### config.mk
export PLATFORM = sky130hd
export DESIGN_NAME = uos_otg_status
export DESIGN_NICKNAME = d
export VERILOG_FILES = /design/src/uos_pkg.sv /design/src/uos_otg_status.sv
export VERILOG_INCLUDE_DIRS = /design/src
export SDC_FILE = /design/constraint.sdc
export NUM_CORES = 1
export LEC_CHECK = 0
export BUFFER_PORTS_ARGS = -buffer_cell sky130_fd_sc_hd__buf_4
export CAP_MARGIN = 20
export CORE_MARGIN = 3
export CORE_UTILIZATION = 60
export CTS_CLUSTER_SIZE = 16
export DETAILED_ROUTE_END_ITERATION = 7
export HOLD_SLACK_MARGIN = 0.1
export PLACE_DENSITY = 0.91
export SLEW_MARGIN = 10
export SYNTH_ARGS = -nofsm -noshare
export SYNTH_HDL_FRONTEND = slang
export SYNTH_SLANG_ARGS = --single-unit
### constraint.sdc
create_clock -name clk -period 4.2 [get_ports clk]
set_input_delay 0.84 -clock clk [delete_from_list [all_inputs] [get_ports clk]]
set_output_delay 0.84 -clock clk [all_outputs]
set_load 0.03 [all_outputs]
### src/uos_map.svh
`ifndef UOS_MAP_SVH
`define UOS_MAP_SVH

// Register byte addresses
`define UOS_OFS_OTG_STATUS     16'h5060
`define UOS_OFS_IRQ_ENABLE     16'h5210
`define UOS_OFS_ERROR_FLAGS    16'h5220
`define UOS_OFS_ERROR_ENABLE   16'h5230
`define UOS_OFS_XFER_STATUS    16'h5240
`define UOS_OFS_CONTROL        16'h5250
`define UOS_OFS_DEV_ADDRESS    16'h5260
`define UOS_OFS_DESC_PTR_LOW   16'h5270
`define UOS_OFS_EVENT_STATUS   16'h5280
`define UOS_OFS_EVENT_MASK     16'h5290

// Alias sub-offsets, address bits 3:2
`define UOS_SUB_BASE           2'h0
`define UOS_SUB_CLEAR          2'h1
`define UOS_SUB_SET            2'h2
`define UOS_SUB_FLIP           2'h3

// On-the-go status field positions
`define UOS_OTG_CABLE_ID_BIT   7
`define UOS_OTG_LINE_STBL_BIT  5
`define UOS_OTG_SESS_VLD_BIT   3
`define UOS_OTG_B_SESS_END_BIT 2
`define UOS_OTG_A_BUS_VLD_BIT  0

// Control field positions and writable mask
`define UOS_CTL_J_LEVEL_BIT    7
`define UOS_CTL_SE0_BIT        6
`define UOS_CTL_WR_MASK        8'h3f

// Descriptor pointer: bits 7:1 only
`define UOS_DESC_PTR_MASK      8'hfe

// Event status bits
`define UOS_EVT_CABLE_ID       0
`define UOS_EVT_LINE_STABLE    1
`define UOS_EVT_SESSION        2
`define UOS_EVT_ERROR          3

`define UOS_RESET_VALUE        8'h00

// Line state stability window
`define UOS_LINE_STABLE_TIME_NS 1000000
`define UOS_CLK_PERIOD_NS       5

`endif

### src/uos_pkg.sv
`default_nettype none
package uos_pkg;
  typedef logic [7:0]  uos_byte_t;
  typedef logic [31:0] uos_word_t;
  typedef logic [15:0] uos_addr_t;
  typedef logic [1:0]  uos_sub_t;
endpackage : uos_pkg
`default_nettype wire

### src/uos_otg_status.sv
// Notes on behaviour
// [RULE_01] Cable identity bit 7 reads 1 for no cable or B cable, 0 for A.
// [RULE_02] Line-state-stable reads 1 only after 1 ms of unchanged SE0 and J.
// [RULE_03] Stability watches SE0 at control bit 6 and J at control bit 7.
// [RULE_04] Session-valid bit 3 is 1 while bus voltage is above session valid.
// [RULE_05] Session-end bit 2 is 1 when voltage is below session valid on B.
// [RULE_06] Bus-valid bit 0 is 1 when voltage is above session valid on A.
// [RULE_07] Status bits 31-8, 6, 4, 1 read zero; whole register read-only.
// [RULE_08] Registers have clear, set, flip aliases at plus 0x4, 0x8, 0xC; event status and event mask decode their base address only.
// [RULE_09] Error flag register has only the clear alias.
// [RULE_10] Transfer status register has no aliases; base address only.
// [RULE_11] Error interrupt while any error flag and its enable are both set.
// [RULE_12] Alias write of ones clears, sets or flips just those bits.
//
// The address-and-strobe port was chosen for this implementation.
`include "uos_map.svh"
`default_nettype none

module uos_otg_status
  import uos_pkg::*;
#(
  parameter int unsigned LINE_STABLE_CYCLES = `UOS_LINE_STABLE_TIME_NS / `UOS_CLK_PERIOD_NS
)
(
  input  wire logic      clk,            // 200 MHz clock
  input  wire logic      reset_n,        // Synchronous reset, active low
  input  wire uos_addr_t regAddr,        // Register byte address
  input  wire uos_word_t regWrData,      // Write data
  input  wire logic      regWrEn,        // Write strobe
  input  wire logic      regRdEn,        // Read strobe
  output logic           [31:0] regRdData, // Read data, cycle after strobe
  input  wire logic      cableIdLevel,   // Identity pin, 1 = no cable or B
  input  wire logic      vbusAboveSess,  // Bus voltage above session valid
  input  wire logic      lineSe0,        // Single-ended zero seen
  input  wire logic      lineJLevel,     // J state seen
  input  wire uos_byte_t errorEvent,     // One-cycle error pulses
  input  wire logic [3:0] xferEndpoint,  // Last transfer endpoint
  input  wire logic      xferDirection,  // Last transfer direction
  input  wire logic      pingPongIndex,  // Last transfer ping-pong bank
  output uos_byte_t      controlOut,     // Control register image
  output uos_byte_t      deviceAddress,  // Device address register
  output logic           errorIrq,       // Error interrupt request
  output logic           irq             // Level interrupt
);

  // Address decode
  uos_addr_t baseAddr;
  uos_sub_t  subSel;
  logic      hitIrqEn;
  logic      hitErrFlags;
  logic      hitErrEn;
  logic      hitXfer;
  logic      hitCtl;
  logic      hitAddr;
  logic      hitDesc;
  logic      hitOtg;
  logic      hitEvtSts;
  logic      hitEvtMask;

  assign baseAddr    = {regAddr[15:4], 4'h0};
  assign subSel      = regAddr[3:2];
  assign hitIrqEn    = (baseAddr == `UOS_OFS_IRQ_ENABLE);   // [RULE_08]
  assign hitErrFlags = (baseAddr == `UOS_OFS_ERROR_FLAGS);
  assign hitErrEn    = (baseAddr == `UOS_OFS_ERROR_ENABLE);
  assign hitCtl      = (baseAddr == `UOS_OFS_CONTROL);
  assign hitAddr     = (baseAddr == `UOS_OFS_DEV_ADDRESS);
  assign hitDesc     = (baseAddr == `UOS_OFS_DESC_PTR_LOW);
  assign hitEvtSts   = (regAddr == `UOS_OFS_EVENT_STATUS);
  assign hitEvtMask  = (regAddr == `UOS_OFS_EVENT_MASK);
  assign hitXfer     = (regAddr == `UOS_OFS_XFER_STATUS);    // [RULE_10]
  assign hitOtg      = (regAddr == `UOS_OFS_OTG_STATUS);

  // Alias write of ones: base stores, others clear, set or flip
  function automatic uos_byte_t aliasApply(input uos_byte_t cur, input uos_byte_t wd, input uos_sub_t sub);
    uos_byte_t res;
    res = cur;
    case (sub)
      `UOS_SUB_BASE:  res = wd;
      `UOS_SUB_CLEAR: res = cur & ~wd;   // [RULE_12]
      `UOS_SUB_SET:   res = cur | wd;    // [RULE_12]
      `UOS_SUB_FLIP:  res = cur ^ wd;    // [RULE_12]
      default:        res = cur;
    endcase
    return res;
  endfunction : aliasApply

  // Registers
  uos_byte_t irqEnable_q;
  uos_byte_t irqEnable_d;
  uos_byte_t errFlags_q;
  uos_byte_t errFlags_d;
  uos_byte_t errEnable_q;
  uos_byte_t errEnable_d;
  uos_byte_t ctlBits_q;
  uos_byte_t ctlBits_d;
  uos_byte_t devAddr_q;
  uos_byte_t devAddr_d;
  uos_byte_t descPtr_q;
  uos_byte_t descPtr_d;
  uos_byte_t evtStatus_q;
  uos_byte_t evtStatus_d;
  uos_byte_t evtMask_q;
  uos_byte_t evtMask_d;
  uos_byte_t wrByte;

  assign wrByte = regWrData[7:0];

  assign irqEnable_d = (regWrEn && hitIrqEn) ? aliasApply(irqEnable_q, wrByte, subSel) : irqEnable_q;
  assign errEnable_d = (regWrEn && hitErrEn) ? aliasApply(errEnable_q, wrByte, subSel) : errEnable_q;
  assign devAddr_d   = (regWrEn && hitAddr) ? aliasApply(devAddr_q, wrByte, subSel) : devAddr_q;
  assign descPtr_d   = (regWrEn && hitDesc)
                       ? (aliasApply(descPtr_q, wrByte, subSel) & `UOS_DESC_PTR_MASK)
                       : descPtr_q;
  // Line bits in control are hardware-owned, so aliases touch only the low six
  assign ctlBits_d   = (regWrEn && hitCtl)
                       ? (aliasApply(ctlBits_q, wrByte, subSel) & `UOS_CTL_WR_MASK)
                       : ctlBits_q;

  // Error flags: base write of ones clears, clear alias clears, set and flip
  // aliases do nothing; a new error in the same cycle still lands
  logic errClearHit;
  assign errClearHit = regWrEn && hitErrFlags
                       && ((subSel == `UOS_SUB_BASE) || (subSel == `UOS_SUB_CLEAR)); // [RULE_09]
  assign errFlags_d  = (errClearHit ? (errFlags_q & ~wrByte) : errFlags_q) | errorEvent;

  // Line state tracking
  logic [1:0]  lineNow_q;
  logic [1:0]  lineIn;
  logic        lineChanged;
  logic [31:0] lineHold_q;
  logic [31:0] lineHold_d;
  logic        lineStable;
  logic        lineStable_q;

  assign lineIn      = {lineJLevel, lineSe0};
  assign lineChanged = (lineIn != lineNow_q);                             // [RULE_03]
  assign lineStable  = !lineChanged && (lineHold_q >= LINE_STABLE_CYCLES); // [RULE_02]
  always_comb
  begin
    if (lineChanged)
    begin
      lineHold_d = 32'h0;                                                  // [RULE_02]
    end
    else if (lineHold_q < LINE_STABLE_CYCLES)
    begin
      lineHold_d = lineHold_q + 32'h1;
    end
    else
    begin
      lineHold_d = lineHold_q;
    end
  end

  // On-the-go status image
  uos_byte_t otgStatus;
  uos_byte_t otgStatus_q;
  logic      aDevice;

  assign aDevice = !cableIdLevel;
  always_comb
  begin
    otgStatus = 8'h00;                                                      // [RULE_07]
    otgStatus[`UOS_OTG_CABLE_ID_BIT]   = cableIdLevel;                      // [RULE_01]
    otgStatus[`UOS_OTG_LINE_STBL_BIT]  = lineStable_q;                      // [RULE_02]
    otgStatus[`UOS_OTG_SESS_VLD_BIT]   = vbusAboveSess;                     // [RULE_04]
    otgStatus[`UOS_OTG_B_SESS_END_BIT] = !aDevice && !vbusAboveSess;        // [RULE_05]
    otgStatus[`UOS_OTG_A_BUS_VLD_BIT]  = aDevice && vbusAboveSess;          // [RULE_06]
  end

  // Error request and interrupt events
  logic      errReq;
  logic      errReq_q;
  uos_byte_t evtSet;
  logic      evtClearHit;

  assign errReq = |(errFlags_q & errEnable_q);                              // [RULE_11]
  always_comb
  begin
    evtSet = 8'h00;
    evtSet[`UOS_EVT_CABLE_ID]    = otgStatus[`UOS_OTG_CABLE_ID_BIT] != otgStatus_q[`UOS_OTG_CABLE_ID_BIT];
    evtSet[`UOS_EVT_LINE_STABLE] = lineStable && !lineStable_q;
    evtSet[`UOS_EVT_SESSION]     = otgStatus[`UOS_OTG_SESS_VLD_BIT] != otgStatus_q[`UOS_OTG_SESS_VLD_BIT];
    evtSet[`UOS_EVT_ERROR]       = errReq && !errReq_q;
  end
  assign evtClearHit = regWrEn && hitEvtSts;
  // Set wins over a write-one clear in the same cycle
  assign evtStatus_d = (evtClearHit ? (evtStatus_q & ~wrByte) : evtStatus_q) | evtSet;
  assign evtMask_d   = (regWrEn && hitEvtMask) ? wrByte : evtMask_q;

  // Read mux; alias addresses and unmapped words read zero
  uos_byte_t ctlRead;
  uos_byte_t xferRead;
  uos_byte_t rdByte;
  logic      rdBase;

  assign ctlRead  = {lineNow_q[1], lineNow_q[0], ctlBits_q[5:0]};           // [RULE_03]
  assign xferRead = {xferEndpoint, xferDirection, pingPongIndex, 2'b00};
  assign rdBase   = (subSel == `UOS_SUB_BASE);
  always_comb
  begin
    rdByte = 8'h00;
    if (hitOtg)
    begin
      rdByte = otgStatus_q;                                                 // [RULE_07]
    end
    else if (hitXfer)
    begin
      rdByte = xferRead;                                                    // [RULE_10]
    end
    else if (hitEvtSts)
    begin
      rdByte = evtStatus_q;
    end
    else if (hitEvtMask)
    begin
      rdByte = evtMask_q;
    end
    else if (rdBase)
    begin
      case (1'b1)
        hitIrqEn:    rdByte = irqEnable_q;
        hitErrFlags: rdByte = errFlags_q;
        hitErrEn:    rdByte = errEnable_q;
        hitCtl:      rdByte = ctlRead;
        hitAddr:     rdByte = devAddr_q;
        hitDesc:     rdByte = descPtr_q;
        default:     rdByte = 8'h00;
      endcase
    end
    else
    begin
      rdByte = 8'h00;
    end
  end

  always_ff @(posedge clk)
  begin
    if (!reset_n)
    begin
      irqEnable_q  <= `UOS_RESET_VALUE;
      errFlags_q   <= `UOS_RESET_VALUE;
      errEnable_q  <= `UOS_RESET_VALUE;
      ctlBits_q    <= `UOS_RESET_VALUE;
      devAddr_q    <= `UOS_RESET_VALUE;
      descPtr_q    <= `UOS_RESET_VALUE;
      evtStatus_q  <= `UOS_RESET_VALUE;
      evtMask_q    <= `UOS_RESET_VALUE;
    end
    else
    begin
      irqEnable_q  <= irqEnable_d;
      errFlags_q   <= errFlags_d;
      errEnable_q  <= errEnable_d;
      ctlBits_q    <= ctlBits_d;
      devAddr_q    <= devAddr_d;
      descPtr_q    <= descPtr_d;
      evtStatus_q  <= evtStatus_d;
      evtMask_q    <= evtMask_d;
    end
  end

  // Status capture; resets to zero so the first cycles may log a change event
  always_ff @(posedge clk)
  begin
    if (!reset_n)
    begin
      lineNow_q    <= 2'b00;
      lineHold_q   <= 32'h0;
      lineStable_q <= 1'b0;
      otgStatus_q  <= `UOS_RESET_VALUE;
      errReq_q     <= 1'b0;
    end
    else
    begin
      lineNow_q    <= lineIn;
      lineHold_q   <= lineHold_d;
      lineStable_q <= lineStable;
      otgStatus_q  <= otgStatus;
      errReq_q     <= errReq;
    end
  end

  always_ff @(posedge clk)
  begin
    if (!reset_n)
    begin
      regRdData     <= 32'h0;
      controlOut    <= `UOS_RESET_VALUE;
      deviceAddress <= `UOS_RESET_VALUE;
      errorIrq      <= 1'b0;
      irq           <= 1'b0;
    end
    else
    begin
      regRdData     <= regRdEn ? {24'h0, rdByte} : 32'h0;
      controlOut    <= ctlRead;
      deviceAddress <= devAddr_q;
      errorIrq      <= errReq;                                              // [RULE_11]
      irq           <= |(evtStatus_d & evtMask_d);
    end
  end

endmodule : uos_otg_status
`default_nettype wire

### Word level (Yosys, flattened, before mapping)

Cells that the tools add are included.

| word-level totals | value |
|---|---|
| input port bits | 70 |
| output and inout port bits | 50 |
| register bits after elaboration | 154 |
| logic and storage cells | 105 |

| cells by class | value |
|---|---|
| $lt $le $gt $ge | 2 |
| bitwise gates (word level) | 23 |
| multiplexer cells | 19 |
| reductions and logical operators | 25 |
| add/sub/neg operators | 1 |
| equality and inequality tests | 16 |

Operator list:

| kind | number |
|---|---|
| case mux 8 bit (4 select lines) | 4 |
| 2-to-1 mux 8 bit | 14 |
| == test 12 x 11 -> 1 bit (second input constant) | 6 |
| bitwise AND 8 bit | 8 |
| == test 16 x 15 -> 1 bit (second input constant) | 4 |
| bitwise OR 8 bit | 5 |
| adder 32 x 1 -> 32 bit (second input constant) | 1 |
| greater-or-equal comparator 32 x 18 -> 1 bit (second input constant) | 1 |
| less-than comparator 32 x 18 -> 1 bit (second input constant) | 1 |
| bitwise XOR 8 bit | 4 |
| case mux 6 bit (4 select lines) | 1 |
| OR reduction 8 bit | 2 |
| logical AND 1 bit | 14 |
| NOT 8 bit | 1 |
| bitwise OR 8 x 4 -> 8 bit | 1 |
| bitwise AND 6 bit | 1 |
| bitwise OR 6 bit | 1 |
| bitwise XOR 6 bit | 1 |
| logical NOT 1 bit | 5 |
| == test 2 bit (second input constant) | 2 |
| == test 2 x 1 -> 1 bit (second input constant) | 1 |
| logical NOT 2 bit | 1 |
| != test 1 bit | 2 |
| != test 2 bit | 1 |
| other kinds (4) | 4 |

### Longest topological paths before layout

| logic depth | value |
|---|---|
| depth in word-level cells | 12 |
| mapped depth | 9 |
| depth with buffers taken out | 7 |

### Worst setup path before layout

OpenSTA, ideal clock, no wires.

| path | value |
|---|---|
| path kind | in2reg |
| start | input regAddr[2] |
| end | register irq |
| path buffers | 1 |
| cell stages on the path | 6 |
| library setup time | 0.141 ns |
| slack | 1.097 ns |
| data arrival time | 2.963 ns |
| required time | 4.059 ns |
| cells stage by stage | clkbuf_1 or4_1 nor3_2 mux2_2 a222oi_1 a41oi_1 |

| between the ends | value |
|---|---|
| longest elaborated chain between the ends | 6 |
| elaborated cells on any way between the ends | 9 |
| classes of those cells | eq/ne (2); mux (2); bitwise (2); reduce/logical (3) |

Ends and longest elaborated chain:

| element | RTL line | RTL |
|---|---|---|
| start, declared | uos_otg_status.sv:27 | `input wire uos_addr_t regAddr,` |
| == test 16 x 15 -> 1 bit (no source line) | n/a |  |
| logical AND 1 bit | uos_otg_status.sv:185 | `assign evtClearHit = regWrEn && hitEvtSts;` |
| 2-to-1 mux 8 bit | uos_otg_status.sv:187 | `assign evtStatus_d = (evtClearHit ? (evtStatus_q & ~wrByte) : evtStatus_q) \| evtSet;` |
| bitwise OR 8 x 4 -> 8 bit | uos_otg_status.sv:187 |  |
| bitwise AND 8 bit (*) | uos_otg_status.sv:299 | `irq <= \|(evtStatus_d & evtMask_d);` |
| OR reduction 8 bit (*) | uos_otg_status.sv:299 |  |
| end signal, assigned | uos_otg_status.sv:299 |  |
| end, declared | uos_otg_status.sv:43 | `output logic irq` |

Mark *: on every way between the ends. The rest lies on a longest branch, timed or not.
A chain may end at the register's enable or synchronous reset.

### Worst setup path after layout

| path | value |
|---|---|
| start | input regAddr[11] |
| end | register regRdData[2] |

| between the ends | value |
|---|---|
| longest elaborated chain between the ends | 12 |
| elaborated cells on any way between the ends | 21 |
| classes of those cells | eq/ne (10); mux (11) |

Ends and longest elaborated chain:

| element | RTL line | RTL |
|---|---|---|
| == test 12 x 11 -> 1 bit (no source line) | n/a |  |
| 2-to-1 mux 8 bit (6 in series) | uos_otg_status.sv:220 | `case (1'b1)` |
| 2-to-1 mux 8 bit | uos_otg_status.sv:218 | `else if (rdBase)` |
| 2-to-1 mux 8 bit | uos_otg_status.sv:214 | `else if (hitEvtMask)` |
| 2-to-1 mux 8 bit | uos_otg_status.sv:210 | `else if (hitEvtSts)` |
| 2-to-1 mux 8 bit | uos_otg_status.sv:206 | `else if (hitXfer)` |
| 2-to-1 mux 8 bit (*) | uos_otg_status.sv:202 | `if (hitOtg)` |
| end signal, assigned | uos_otg_status.sv:295 | `regRdData <= regRdEn ? {24'h0, rdByte} : 32'h0;` |
| end, declared | uos_otg_status.sv:31 | `output logic [31:0] regRdData,` |

Marked as above.

==> reports/metrics.yaml <==
outcome:
  outcome: "complete, no violations"
drt:
  drt-wirelength-per-cell_um: 17.1
  final_antenna_net_count: 0
  drt_iter0_markers: 834
  dr.pass1.iters: 6
  num_vias: 6807
  viasPerCell: 6.02
  drc: 0
  drt_wl_total_mm: 19.4
floorplanning:
  die_y_um: 117
  row_count: 40
  io_pins: 120
  dieArea_sq_mm: 0.0138
  die_w_um: 117
  start_util_pct: 61.7
  coreArea_sq_mm: 0.0121
timing:
  fin_crit_ns: 3.08
  finalSetupViolCount: 0
  hold_viol_final: 0
  fin_setup_tns_ns: 0
  relSlewSlack_pct: 48.1
  worstMarginPinSlew_ns: 0.778
  period_share_pct: 73.4
  whs_ns: 0.475
  fmax_ghz: 0.324
  skew_ns: 0.00922
  maxSlewViolCount: 0
  rsz0062_at_grt: "no"
placement:
  port_buffers: 71
  dpl.cell_count: 1099
  hpwl_mm: 12.9
  routabilityCongestion: 0.901
yosys:
  synth_top_family_by_area: "simple AND/OR/NAND/NOR gates"
  yosys-top-cells-area: "dfxtp_1, ha_1, nor2_1, a21oi_1, a211oi_1"
  yosysUniqueCellTypes: 63
  syn_area_sq_mm: 0.00745
  synth_edf_count: 0
  ys_warn_count: 0
  synthArstFlopShare_pct: 0
  synth_top_area_share_pct: 34.1
  synth_compound_area_share_pct: 19.0
  synth_most_common_cell: "dfxtp_1"
  synthTopCellsByCount: "dfxtp_1, nor2_1, a21oi_1"
  syn_inst: 901
  synth_xor_xnor_area_share_pct: 2.12
  avgSynthCellArea_sq_um: 8.27
  synthAdderAreaFrac_pct: 12.8
  synthMuxAreaShare_pct: 4.22
  synthSimpleGateAreaFrac_pct: 19.6
  seq_area_frac_synth_pct: 34.1
  synth_seq_cells: 127
  synthFlopType: "dfxtp_1"
  yosys.area.top_type: "dfxtp_1"
global_route:
  grt_usage_pct: 27.5
  first_global_vias: 6469
  overflow: 0
  grt_max_degree: 75
  antenna_found_initial: 0
  grt_pass1_wl_mm: 31.2
cts:
  clkSinkCount: 127
  h-tree-depth: 4
  post_cts_buffers: 0
  cts_resized: 0
  clk_pin_slew_worst_paths_ns: 0.06
  cts_tree: "done"
  cts_hold_buf: 0
  clock_latency_ns: 0.43
  cts-root-buf: "clkbuf_16"
  clock_path_buffers: 2
  cts_made_buffers: 17
setup_path:
  worstPathRequired_ns: 4.55
  crit_fanout: 6
  reg2reg_to: "irq"
  r2r_setup_slack_ns: 1.59
  worst-setup-path-type: "input pin to register"
  arrival_ns: 3.43
  r2r_start: "lineHold_q[12]"
  crit_path_end_kind: "register"
  r2r_cells: 6
  cp-start-kind: "input pin"
finish:
  finalNetCount: 1096
  drive_gt1_share_pct: 13.7
  multiInputGateArea_sq_mm: 0.00439
  num-fill-cells: 901
  area_delta_synth_final_pct: 14.7
  post-route-util_pct: 70.8
  seq_area_sq_mm: 0.00254
  fin_cells: 1130
  diodes: 0
power_and_ir_drop:
  power.density_mw_per_mm2: 342
  vdd_drop_max_uv: 302
  p_leak_nw: 3.45
hold_path:
  hold_end: "otgStatus_q[5]"
  hold_start: "lineStable_q"
  whs_path_depth: 1
  hp-class: "register to register"
run:
  cap_violations: 0
## layout make-up
class / count / area share, %
Clock buffer: 17 / 4.98
Multi-Input combinational cell: 663 / 51.3
Tap cell: 168 / 2.46
Inverter: 57 / 2.51
Clock inverter: 14 / 1.55
Timing Repair Buffer: 84 / 7.38
Sequential cell: 127 / 29.8
## how the worst max path moves through the flow
stage / start / end / slack, ns / depth (start not counted)
6_report: regAddr[11] / regRdData[2] / 1.12 / 7
3_3_place_gp: regAddr[11] / regRdData[2] / 0.88 / 7
5_1_grt: regAddr[11] / regRdData[2] / 1.03 / 7
2_1_floorplan: regAddr[2] / irq / 1.10 / 6
3_5_place_dp: regAddr[11] / regRdData[2] / 0.83 / 7
4_1_cts: regAddr[11] / ctlBits_q[5] / 1.24 / 7
## through the flow
stage | instance area, sq um | worst slack [ns] | power [mW]
2_1_floorplan | 7530 | 1.10 | 1.45
3_3_place_gp | 7980 | 0.882 | 1.52
3_5_place_dp | 7980 | 0.833 | 1.53
4_1_cts | 8540 | 1.24 | 2.92
5_1_grt | 8540 | 1.03 | 3.01
6_report | 8540 | 1.12 | 2.92
## critical path, cell delays in order
cell and delay [ns]:
buf_4 0.11, or4b_1 0.71, nor3_1 0.61, o21ai_0 0.36, a2111oi_0 0.51, a311oi_1 0.13
o22ai_1 0.15
## state kept, by name (all words and copies together) (netlist names)
register and flops:
controlOut 8, ctlBits_q 6, descPtr_q 7, devAddr_q 8, deviceAddress 8, errEnable_q 8
errFlags_q 8, errorIrq 1, evtMask_q 8, evtStatus_q 8, irq 1, irqEnable_q 8
lineHold_q 32, lineNow_q 2, lineStable_q 1, otgStatus_q 5, regRdData 8
## layer usage
metal / routed length, um / vias to the layer above / track usage, %
li1: - / 3212 / -
met1: 7640 / 3184 / 33.8
met2: 9130 / 345 / 45.0
met3: 1980 / 66 / 8.87
met4: 602 / 0 / 10.7
met5: 0 / - / 0
## cells by family after synthesis
family | count (synthesis)
fa+ha+maj | 76
compound gates | 221
flops | 127
other cells | 1
mux | 27
buf+inv | 134
simple gates | 297
xor+xnor | 18
## power by group
part / switching, mW / total [mW] / internal [mW]
combinational: 0.192 / 0.284 / 0.0917
clock: 0.591 / 1.41 / 0.820
sequential: 0.0101 / 1.23 / 1.22
total: 0.793 / 2.92 / 2.13
## placed cells by master, fill, tap and decap left out, drive strengths merged, types with 5 or more instances in the layout
cell type  instances
a211o             10
a211oi            42
a21oi             84
a222oi             5
a22o               5
a22oi             13
and2              19
and3              17
buf               84
clkbuf            17
conb              24
dfxtp            127
ha                76
inv               64
mux2               5
mux2i             19
nand2             66
nand3             19
nand4              7
nor2             116
nor2b             12
nor3              10
nor4               7
o21ai             34
o22ai              5
xnor2              7
xor2              11
Power figures use the tool's default switching activity.
